### config.mk
export PLATFORM = sky130hd
export DESIGN_NAME = spu_device_end_flat
export DESIGN_NICKNAME = d
export VERILOG_FILES = /design/src/core/spu_pkg.sv /design/src/core/spu_link_if.sv /design/src/core/spu_fifo.sv /design/src/core/spu_device_end.sv /design/src/flat_wrapper.sv
export SDC_FILE = /design/constraint.sdc
export NUM_CORES = 1
export LEC_CHECK = 0
export BUFFER_PORTS_ARGS = -buffer_cell sky130_fd_sc_hd__buf_2
export CORE_MARGIN = 10
export CORE_UTILIZATION = 50
export CTS_BUF_LIST = sky130_fd_sc_hd__clkbuf_2
export DETAILED_ROUTE_END_ITERATION = 10
export PLACE_DENSITY = 0.77
export SYNTH_ARGS = -nofsm -noshare
export SYNTH_HDL_FRONTEND = slang
export SYNTH_HIERARCHICAL = 1
export SYNTH_SLANG_ARGS = --single-unit
### constraint.sdc
create_clock -name i_clock -period 10.05 [get_ports i_clock]
set_input_delay 2.5125 -clock i_clock [delete_from_list [all_inputs] [get_ports i_clock]]
set_output_delay 2.5125 -clock i_clock [all_outputs]
set_load 0.03 [all_outputs]
### src/core/spu_pkg.sv
package spu_pkg;
  // system clock and the gear clock derived from it
  localparam int CLOCK_KHZ = 200000;
  localparam int GEAR_DIV_W = 5;
  localparam logic [GEAR_DIV_W-1:0] GEAR_LAST = 5'h13; // 200 MHz / 20 = 10 MHz gear

  typedef logic [21:0] spu_count_type;
  typedef logic [7:0]  spu_byte_type;

  // entry bytes and operation codes
  localparam spu_byte_type SYNC_FIRST    = 8'h86;
  localparam spu_byte_type SYNC_SECOND   = 8'h79;
  localparam spu_byte_type OP_WRITE      = 8'h30;
  localparam spu_byte_type OP_READ       = 8'h40;
  localparam spu_byte_type OP_RAM_LOAD   = 8'h60;
  localparam spu_byte_type OP_FLASH_SUM  = 8'h90;
  localparam spu_byte_type OP_PRODUCT_ID = 8'hC0;
  localparam spu_byte_type OP_STATUS     = 8'hC3;
  localparam spu_byte_type OP_EMU_SETUP  = 8'hD0;
  localparam spu_byte_type OP_ERASE      = 8'hF0;
  localparam spu_byte_type OP_SECURE     = 8'hFA;

  // reply values
  localparam spu_byte_type REPLY_OK   = 8'h5A;
  localparam spu_byte_type REPLY_FAIL = 8'hA5;
  localparam spu_byte_type ERASED     = 8'hFF;
  localparam spu_byte_type READ_FILL  = 8'h00;

  localparam int MEM_AW = 4;
  localparam int MEM_DEPTH = 16;

  // device response delays, gear-clock cycles
  localparam int FIRST_SYNC_ECHO_DELAY      = 660;
  localparam int SECOND_SYNC_ECHO_DELAY     = 540;
  localparam int COMMAND_ECHO_DELAY         = 300;
  localparam int FLASH_SUM_TIME             = 1493340;
  localparam int RAM_SUM_TIME               = 160;
  localparam int WRITE_REPLY_DELAY          = 200;
  localparam int READ_REPLY_DELAY           = 430;
  localparam int EMULATION_SETUP_ECHO_DELAY = 420;
  localparam int SECURITY_ENABLE_TIME       = 1080;

  // host minimum waits
  localparam int POWER_ON_HOLD_LOW_TIME_MS  = 10;
  localparam int RELEASE_TO_RECEIVE_TIME_MS = 20;
  localparam int FIRST_SYNC_TURNAROUND      = 140;
  localparam int SECOND_SYNC_TURNAROUND     = 90;
  localparam int COMMAND_TURNAROUND         = 270;
  localparam int NEXT_COMMAND_GAP           = 1100;

  function automatic logic spu_needs_arg(input spu_byte_type op);
    spu_needs_arg = (op == OP_WRITE) || (op == OP_READ) || (op == OP_RAM_LOAD)
                 || (op == OP_EMU_SETUP) || (op == OP_ERASE);
  endfunction : spu_needs_arg

  // bytes that follow the command echo
  function automatic spu_byte_type spu_reply_count(input spu_byte_type op,
                                                   input spu_byte_type arg);
    if (op == OP_READ)
      spu_reply_count = arg;
    else if (spu_needs_arg(op) || (op == OP_FLASH_SUM) || (op == OP_PRODUCT_ID)
             || (op == OP_STATUS) || (op == OP_SECURE))
      spu_reply_count = 8'h01;
    else
      spu_reply_count = 8'h00;
  endfunction : spu_reply_count
endpackage : spu_pkg

### src/core/spu_link_if.sv
`timescale 1ns/1ps
interface spu_link_if;
  logic       prog_mode;
  logic       reset_n;
  logic       h2d_valid;
  logic       h2d_ready;
  logic [7:0] h2d_data;
  logic       d2h_valid;
  logic       d2h_ready;
  logic [7:0] d2h_data;

  modport dev (
    input  prog_mode, reset_n, h2d_valid, h2d_data, d2h_ready,
    output h2d_ready, d2h_valid, d2h_data
  );
  modport host (
    output prog_mode, reset_n, h2d_valid, h2d_data, d2h_ready,
    input  h2d_ready, d2h_valid, d2h_data
  );
endinterface : spu_link_if

### src/core/spu_fifo.sv
`timescale 1ns/1ps
module spu_fifo #(
  parameter int WIDTH = 8,
  parameter int DEPTH = 4
)(
  // system
  input  wire logic             i_clock,
  input  wire logic             i_sys_rst,
  // fill side
  input  wire logic             i_in_valid,
  input  wire logic [WIDTH-1:0] i_in_data,
  output logic                  o_in_ready,
  // drain side
  output logic                  o_out_valid,
  output logic [WIDTH-1:0]      o_out_data,
  input  wire logic             i_out_ready
);
  localparam int AW = $clog2(DEPTH);

  logic [WIDTH-1:0] store [DEPTH];
  logic [AW:0]      wr_ptr;
  logic [AW:0]      rd_ptr;
  wire              full  = (wr_ptr[AW] != rd_ptr[AW]) && (wr_ptr[AW-1:0] == rd_ptr[AW-1:0]);
  wire              empty = (wr_ptr == rd_ptr);
  wire              push  = i_in_valid && !full;
  wire              pop   = i_out_ready && !empty;

  assign o_in_ready  = !full;
  assign o_out_valid = !empty;
  assign o_out_data  = store[rd_ptr[AW-1:0]];

  always_ff @(posedge i_clock or posedge i_sys_rst)
  begin
    if (i_sys_rst)
    begin
      wr_ptr <= '0;
      rd_ptr <= '0;
    end
    else
    begin
      if (push)
        wr_ptr <= wr_ptr + 1'b1;
      if (pop)
        rd_ptr <= rd_ptr + 1'b1;
    end
  end

  always_ff @(posedge i_clock)
  begin
    if (push)
      store[wr_ptr[AW-1:0]] <= i_in_data;
  end
endmodule : spu_fifo

### src/core/spu_device_end.sv
`timescale 1ns/1ps
module spu_device_end
  import spu_pkg::*;
#(
  parameter spu_count_type FIRST_SYNC_TICKS  = spu_count_type'(FIRST_SYNC_ECHO_DELAY),
  parameter spu_count_type SECOND_SYNC_TICKS = spu_count_type'(SECOND_SYNC_ECHO_DELAY),
  parameter spu_count_type CMD_ECHO_TICKS    = spu_count_type'(COMMAND_ECHO_DELAY),
  parameter spu_count_type FLASH_SUM_TICKS   = spu_count_type'(FLASH_SUM_TIME),
  parameter spu_count_type RAM_SUM_TICKS     = spu_count_type'(RAM_SUM_TIME),
  parameter spu_count_type WRITE_TICKS       = spu_count_type'(WRITE_REPLY_DELAY),
  parameter spu_count_type READ_TICKS        = spu_count_type'(READ_REPLY_DELAY),
  parameter spu_count_type EMU_TICKS         = spu_count_type'(EMULATION_SETUP_ECHO_DELAY),
  parameter spu_count_type SECURE_TICKS      = spu_count_type'(SECURITY_ENABLE_TIME),
  parameter spu_byte_type  PRODUCT_ID        = 8'h3C, // arbitrary value
  parameter spu_byte_type  ERASE_PASSWORD    = 8'hA6
)(
  // system
  input  wire logic i_clock,
  input  wire logic i_sys_rst,
  // link to the programming host
  spu_link_if.dev   link,
  // user side
  output logic       o_secured,
  output logic [7:0] o_emu_setup,
  output logic       o_busy
);
  typedef enum {ST_SYNC1, ST_SYNC2, ST_CMD, ST_EXEC, ST_ARG,
                ST_DELAY, ST_PUSH, ST_READ} spu_dev_state_type;

  spu_dev_state_type       state;
  spu_dev_state_type       dst;
  spu_dev_state_type       ret;
  logic [GEAR_DIV_W-1:0]   gear_div;
  logic                    gear_tick;
  spu_count_type           cnt;
  spu_byte_type            op;
  spu_byte_type            pend;
  spu_byte_type            rd_left;
  logic [MEM_AW-1:0]       rd_idx;
  logic [MEM_AW-1:0]       wr_ptr;
  spu_byte_type            flash_sum;
  spu_byte_type            mem [MEM_DEPTH];
  logic                    fifo_ready;

  wire active    = link.prog_mode && link.reset_n;
  wire rx_open   = active && ((state == ST_SYNC1) || (state == ST_SYNC2)
                   || (state == ST_CMD) || (state == ST_ARG));
  wire rx_fire   = link.h2d_valid && rx_open;
  wire spu_byte_type rx_byte = link.h2d_data;
  wire arg_fire  = rx_fire && (state == ST_ARG);
  wire mem_we    = arg_fire && (op == OP_WRITE);
  wire erase_ok  = arg_fire && (op == OP_ERASE) && (rx_byte == ERASE_PASSWORD);
  wire spu_byte_type read_byte = o_secured ? READ_FILL : mem[rd_idx];
  wire reading   = (state == ST_READ) && (rd_left != 8'h00);
  wire push      = (state == ST_PUSH) || reading;
  wire spu_byte_type push_data = reading ? read_byte : pend;
  wire push_fire = push && fifo_ready;
  wire spu_byte_type overwrite = (mem[wr_ptr] == ERASED) ? REPLY_OK : REPLY_FAIL;

  assign link.h2d_ready = rx_open;

  // replies queue here so the host may stall the return path
  spu_fifo #(
    .WIDTH (8),
    .DEPTH (4)
  ) u_reply_fifo (
    .i_clock     (i_clock),
    .i_sys_rst   (i_sys_rst),
    .i_in_valid  (push),
    .i_in_data   (push_data),
    .o_in_ready  (fifo_ready),
    .o_out_valid (link.d2h_valid),
    .o_out_data  (link.d2h_data),
    .i_out_ready (link.d2h_ready)
  );

  // gear clock enable
  always_ff @(posedge i_clock or posedge i_sys_rst)
  begin
    if (i_sys_rst)
    begin
      gear_div  <= '0;
      gear_tick <= 1'b0;
    end
    else
    begin
      gear_tick <= (gear_div == GEAR_LAST);
      gear_div  <= (gear_div == GEAR_LAST) ? '0 : gear_div + 1'b1;
    end
  end

  // image store, running flash checksum
  always_ff @(posedge i_clock or posedge i_sys_rst)
  begin
    if (i_sys_rst)
    begin
      for (int i = 0; i < MEM_DEPTH; i++)
        mem[i] <= ERASED;
      wr_ptr    <= '0;
      flash_sum <= '0;
    end
    else if (erase_ok)
    begin
      for (int i = 0; i < MEM_DEPTH; i++)
        mem[i] <= ERASED;
      wr_ptr    <= '0;
      flash_sum <= '0;
    end
    else if (mem_we)
    begin
      mem[wr_ptr] <= rx_byte;
      wr_ptr      <= wr_ptr + 1'b1;
      flash_sum   <= flash_sum + rx_byte;
    end
  end

  always_ff @(posedge i_clock or posedge i_sys_rst)
  begin
    if (i_sys_rst)
      o_busy <= 1'b0;
    else
      o_busy <= !rx_open;
  end

  always_ff @(posedge i_clock or posedge i_sys_rst)
  begin
    if (i_sys_rst)
    begin
      state       <= ST_SYNC1;
      dst         <= ST_PUSH;
      ret         <= ST_SYNC1;
      cnt         <= '0;
      op          <= '0;
      pend        <= '0;
      rd_left     <= '0;
      rd_idx      <= '0;
      o_secured   <= 1'b0;
      o_emu_setup <= '0;
    end
    else if (!active)
      state <= ST_SYNC1;
    else
    begin
      unique case (state)
        ST_SYNC1:
          if (rx_fire && (rx_byte == SYNC_FIRST))
          begin
            pend  <= rx_byte;
            cnt   <= FIRST_SYNC_TICKS;
            dst   <= ST_PUSH;
            ret   <= ST_SYNC2;
            state <= ST_DELAY;
          end
        ST_SYNC2:
          if (rx_fire && (rx_byte == SYNC_SECOND))
          begin
            pend  <= rx_byte;
            cnt   <= SECOND_SYNC_TICKS;
            dst   <= ST_PUSH;
            ret   <= ST_CMD;
            state <= ST_DELAY;
          end
        ST_CMD:
          if (rx_fire)
          begin
            op    <= rx_byte;
            pend  <= rx_byte;
            cnt   <= CMD_ECHO_TICKS;
            dst   <= ST_PUSH;
            ret   <= ST_EXEC;
            state <= ST_DELAY;
          end
        ST_EXEC:
        begin
          dst <= ST_PUSH;
          ret <= ST_CMD;
          if (spu_needs_arg(op))
            state <= ST_ARG;
          else if (op == OP_FLASH_SUM)
          begin
            pend  <= flash_sum;
            cnt   <= FLASH_SUM_TICKS;
            state <= ST_DELAY;
          end
          else if (op == OP_PRODUCT_ID)
          begin
            pend  <= PRODUCT_ID;
            state <= ST_PUSH;
          end
          else if (op == OP_STATUS)
          begin
            pend  <= o_secured ? REPLY_FAIL : REPLY_OK;
            state <= ST_PUSH;
          end
          else if (op == OP_SECURE)
          begin
            o_secured <= 1'b1;
            pend      <= REPLY_OK;
            cnt       <= SECURE_TICKS;
            state     <= ST_DELAY;
          end
          else
            state <= ST_CMD;
        end
        ST_ARG:
          if (rx_fire)
          begin
            state <= ST_DELAY;
            if (op == OP_WRITE)
            begin
              pend <= overwrite;
              cnt  <= WRITE_TICKS;
            end
            else if (op == OP_READ)
            begin
              rd_left <= rx_byte;
              rd_idx  <= '0;
              cnt     <= READ_TICKS;
              dst     <= ST_READ;
            end
            else if (op == OP_RAM_LOAD)
            begin
              pend <= rx_byte;
              cnt  <= RAM_SUM_TICKS;
            end
            else if (op == OP_EMU_SETUP)
            begin
              o_emu_setup <= rx_byte;
              pend        <= rx_byte;
              cnt         <= EMU_TICKS;
            end
            else
            begin
              pend  <= erase_ok ? REPLY_OK : REPLY_FAIL;
              state <= ST_PUSH;
              if (erase_ok)
                o_secured <= 1'b0;
            end
          end
        ST_DELAY:
          if (gear_tick)
          begin
            if (cnt <= spu_count_type'(1))
              state <= dst;
            else
              cnt <= cnt - 1'b1;
          end
        ST_PUSH:
          if (push_fire)
            state <= ret;
        ST_READ:
          if (!reading)
            state <= ST_CMD;
          else if (push_fire)
          begin
            rd_left <= rd_left - 1'b1;
            rd_idx  <= rd_idx + 1'b1;
          end
      endcase
    end
  end
endmodule : spu_device_end

### src/flat_wrapper.sv
// flat-port wrapper written by rule: the top's interface ports become plain ports
module spu_device_end_flat import spu_pkg::*;
#(
  parameter spu_count_type FIRST_SYNC_TICKS  = spu_count_type'(FIRST_SYNC_ECHO_DELAY),
  parameter spu_count_type SECOND_SYNC_TICKS = spu_count_type'(SECOND_SYNC_ECHO_DELAY),
  parameter spu_count_type CMD_ECHO_TICKS    = spu_count_type'(COMMAND_ECHO_DELAY),
  parameter spu_count_type FLASH_SUM_TICKS   = spu_count_type'(FLASH_SUM_TIME),
  parameter spu_count_type RAM_SUM_TICKS     = spu_count_type'(RAM_SUM_TIME),
  parameter spu_count_type WRITE_TICKS       = spu_count_type'(WRITE_REPLY_DELAY),
  parameter spu_count_type READ_TICKS        = spu_count_type'(READ_REPLY_DELAY),
  parameter spu_count_type EMU_TICKS         = spu_count_type'(EMULATION_SETUP_ECHO_DELAY),
  parameter spu_count_type SECURE_TICKS      = spu_count_type'(SECURITY_ENABLE_TIME),
  parameter spu_byte_type  PRODUCT_ID        = 8'h3C,                   
  parameter spu_byte_type  ERASE_PASSWORD    = 8'hA6
)
  (i_clock, i_sys_rst, o_secured, o_emu_setup, o_busy, link_prog_mode, link_reset_n, link_h2d_valid, link_h2d_data, link_d2h_ready, link_h2d_ready, link_d2h_valid, link_d2h_data);
  spu_link_if link_i ();
  input  wire logic i_clock;
  input  wire logic i_sys_rst;
  output logic o_secured;
  output logic [7:0] o_emu_setup;
  output logic o_busy;
  input wire logic [$bits(link_i.prog_mode)-1:0] link_prog_mode;
  input wire logic [$bits(link_i.reset_n)-1:0] link_reset_n;
  input wire logic [$bits(link_i.h2d_valid)-1:0] link_h2d_valid;
  input wire logic [$bits(link_i.h2d_data)-1:0] link_h2d_data;
  input wire logic [$bits(link_i.d2h_ready)-1:0] link_d2h_ready;
  output wire logic [$bits(link_i.h2d_ready)-1:0] link_h2d_ready;
  output wire logic [$bits(link_i.d2h_valid)-1:0] link_d2h_valid;
  output wire logic [$bits(link_i.d2h_data)-1:0] link_d2h_data;
  assign link_i.prog_mode = link_prog_mode;
  assign link_i.reset_n = link_reset_n;
  assign link_i.h2d_valid = link_h2d_valid;
  assign link_i.h2d_data = link_h2d_data;
  assign link_i.d2h_ready = link_d2h_ready;
  assign link_h2d_ready = link_i.h2d_ready;
  assign link_d2h_valid = link_i.d2h_valid;
  assign link_d2h_data = link_i.d2h_data;
  spu_device_end #(.FIRST_SYNC_TICKS(FIRST_SYNC_TICKS), .SECOND_SYNC_TICKS(SECOND_SYNC_TICKS), .CMD_ECHO_TICKS(CMD_ECHO_TICKS), .FLASH_SUM_TICKS(FLASH_SUM_TICKS), .RAM_SUM_TICKS(RAM_SUM_TICKS), .WRITE_TICKS(WRITE_TICKS), .READ_TICKS(READ_TICKS), .EMU_TICKS(EMU_TICKS), .SECURE_TICKS(SECURE_TICKS), .PRODUCT_ID(PRODUCT_ID), .ERASE_PASSWORD(ERASE_PASSWORD)) u_core (.i_clock(i_clock), .i_sys_rst(i_sys_rst), .link(link_i), .o_secured(o_secured), .o_emu_setup(o_emu_setup), .o_busy(o_busy));
endmodule
==> summary.txt <==
STA
  • Worst Skew: 97.3 ps
  • Hold WS: 467 ps
  • Max Clk Rate: 177 MHz
  • Measured slew at the worst slew-check pin: 1220 ps
  • RSZ-0062 raised after global routing: no
  • Tcrit/Tclk final: 56.2%
  • Slew HR: 18.6%
  • Setup TNS: 0 ps
  • Final min period: 5650 ps
  • Max Slew Vio Count: 0
  • Final setup violation count: 0
  • Final Hold Fails: 0

Power
  • Peak supply drop: 0.0681 mV
  • Leakage: 6.59 nW
  • Pwr Density: 126 nW/um2

Clocking
  • Hold-fix buffers at CTS: 0
  • Total CTS buffers: 70
  • CTS tree: done
  • Worst-Skew Late Latency: 850 ps
  • Post-CTS Setup Bufs: 0
  • Clock slew at reported path FFs: 100 ps
  • CTS Buffer Depth: 3
  • Root Driver: clkbuf_2
  • CTS sink count: 250
  • CTS-repair resized insts: 0
  • H-tree depth: 3

Setup path
  • Critical path buffers and inverters: 2
  • Crit path launch type: primary input
  • WP data arrival: 3130 ps
  • Crit path required time: 7540 ps
  • CP Cell Sequence: buf_2 > nand2_1 > nor2_1 > buf_2
  • FF-to-FF path depth: 6
  • CP endpoint kind: output port
  • CP max-delay cell: buf_2
  • WP depth: 4
  • Most frequent cell on the critical path: buf_2
  • Crit-path leading delay family: buffers and inverters
  • Crit Path Class: in2out
  • Slowest stage delay, CP: 230 ps
  • Crit path max fanout: 4

Final layout
  • Layout Area Growth over Synthesis: 7.01%
  • Share of layout cells above drive strength 1: 26.1%
  • Filler Cells Inserted: 2348
  • Final Util: 54.6%
  • Finished Layout Cells: 1770
  • Nets: 1415

Placement
  • Port buffer count: 33
  • Final HPWL DP: 23.3 mm
  • Gpl congestion: 0.909
  • # placed instances: 1642

Detailed routing
  • Drt total wl: 35.8 mm
  • Post-DR vias/cell: 6.27
  • Antenna Nets Post-Route: 0
  • Detailed Routing Iterations Pass 1: 6
  • Vias: 11.1k
  • WL/cell: 20.2 um
  • Post-route DRC: 0
  • Iter 0 DRT Violations: 1287

Min path
  • Hold path depth: 1
  • Hold Crit Class: reg2reg

Die
  • Die H: 186 um
  • Placeable Area: 27000 um2
  • # IOs: 34
  • DIE AREA: 34700 um2
  • Placement Rows: 60
  • Initial core utilization: 51.1%
  • Die width: 186 um

Global routing
  • GR Util met3: 4.35%
  • Vias in the first global route: 10.7k
  • Met2 global-route usage: 34.2%
  • Pin count of the biggest net entering global routing: 123
  • Top Usage Layer GRT: met2
  • Total grt overflow: 0
  • GRT Total Usage: 20.9%
  • Initial antenna violation count: 1
  • First-pass GRT wire length: 58.1 mm
  • Routing usage on met1: 26.9%

Logic synthesis
  • Synth area leader: dfstp_2
  • Ranking of synthesized cells by area: dfstp_2, dfrtp_1, mux4_2
  • Syn_nets: 1395
  • Most used DFF post-synth: dfstp_2
  • FF+latch count, synth: 250
  • Synth top area share: 24.4%
  • Post-Syn Area per Cell: 10.2 um2
  • Register area share after synthesis: 47.6%
  • Async SR Flop Fraction: 87.2%
  • Yosys warns: 6
  • Syn Inst Count: 1353
  • Mapped cell area: 13800 um2
  • Netlist cell types: 85
  • Post-synth EDFFs: 32

Flow run
  • Max cap viols: 0

Run status
  • Status: finished clean
## sequential cells by signal, indices dropped and copies added, names as in the netlist
name and count:
u_core/mem 128, u_core/u_reply_fifo/store 32, u_core/cnt 22, u_core/flash_sum 8, u_core/o_emu_setup 8, u_core/op 8
u_core/pend 8, u_core/rd_left 8, u_core/gear_div 5, u_core/rd_idx 4, u_core/wr_ptr 4, u_core/state 3
u_core/u_reply_fifo/rd_ptr 3, u_core/u_reply_fifo/wr_ptr 3, u_core/ret 2, u_core/dst 1, u_core/gear_tick 1, u_core/o_busy 1
u_core/o_secured 1
## worst reg2reg max path, stage by stage, from the launching register on
cell and delay, ps:
dfrtp_1 750, or3b_1 570, nor4_2 660, nor3b_4 1090, nand3_1 720, nand2_1 250
mux2_2 350
## layout by cell type (no fill, tap or decap), drive strengths merged, types with 11 or more instances in the layout
cell type	synthesis	final
dfrtp	90	90
ha	27	27
mux4	48	48
mux2	19	19
edfxtp	32	32
o21ai	90	90
and3	12	12
xnor2	11	11
nand2	125	125
o31ai	27	27
dfstp	128	128
nand4	29	29
nand3	43	43
or3	11	11
clkbuf	66	108
inv	35	36
a21oi	93	93
xor2	15	15
mux2i	72	72
nor3	43	43
clkinv	1	17
nor2	170	170
nor4	13	13
buf	27	41
## synthesized netlist by cell type, drive strengths merged, types with 9 or more instances
master / count
nand4: 29
xor2: 15
o21ai: 90
and3: 12
xnor2: 11
nor3b: 9
edfxtp: 32
ha: 27
nor4: 13
mux4: 48
dfstp: 128
buf: 27
a21oi: 93
inv: 35
nor3: 43
o31ai: 27
or3: 11
nand3: 43
mux2: 19
dfrtp: 90
clkbuf: 66
mux2i: 72
nand2: 125
nor2: 170
## kinds of logic (layout without fill, tap and decap cells)
kind of cell    count (synthesis)  count (layout)  share of synthesized area, %
compound gates                286             286                          12.7
xor+xnor                       26              26                          1.70
fa+ha+maj                      28              28                          2.59
buf+inv                       129             204                          3.78
flops                         250             250                          47.6
mux                           139             139                          14.6
other cells                     0               1                             0
simple gates                  495             495                          17.0
## report_power, final
part	internal (mW)	total, mW	leakage (nW)	switching, mW
Clock	0.337	0.767	0.516	0.430
Sequential	1.03	1.03	2.79	0.00279
Combinational	0.0130	0.0610	3.29	0.0480
Total	1.38	1.86	6.59	0.480
## worst paths after layout
kind	slack, ps	end	startpoint
max	4400	link_h2d_ready	link_reset_n
min	470	u_core/gear_div[0]	u_core/gear_div[0]
max reg2reg	5620	u_core/mem[7]	u_core/state[2]
min reg2reg	470	u_core/gear_div[0]	u_core/gear_div[0]
max in group asynchronous	6580	u_core/wr_ptr[2]	i_sys_rst
min in group asynchronous	1630	u_core/u_reply_fifo/wr_ptr[0]	i_sys_rst
## cell type report
type                    count  area [um2]  share of cell area, %
multi-input cells         974        6720                   45.5
flip-flops and latches    250        6580                   44.5
clock buffers             108         541                   3.66
well taps                 341         427                   2.89
repair buffers             41         225                   1.52
inverters                  36         143                  0.966
clock inverters            19         136                  0.923
diodes                      1        2.50                 0.0169
## metrics by stage
| stage | power (mW) | setup WS (ps) | area (um2) |
|---|---|---|---|
| 5_1_grt | 1.95 | 4290 | 14800 |
| 4_1_cts | 1.88 | 4420 | 14800 |
| 6_report | 1.86 | 4400 | 14800 |
| 2_1_floorplan | 1.08 | 1960 | 13800 |
| 3_5_place_dp | 1.11 | 4260 | 14100 |
| 3_3_place_gp | 1.11 | 4370 | 14100 |
## layer usage
layer | vias up | share of wire, % | wire length (um)
li1 | 5019 | - | -
met1 | 5500 | 40 | 14500
met2 | 527 | 49 | 17600
met3 | 60 | 8.2 | 2940
met4 | 0 | 2.2 | 772
met5 | - | 0 | 0
Power figures use the tool's default switching activity.
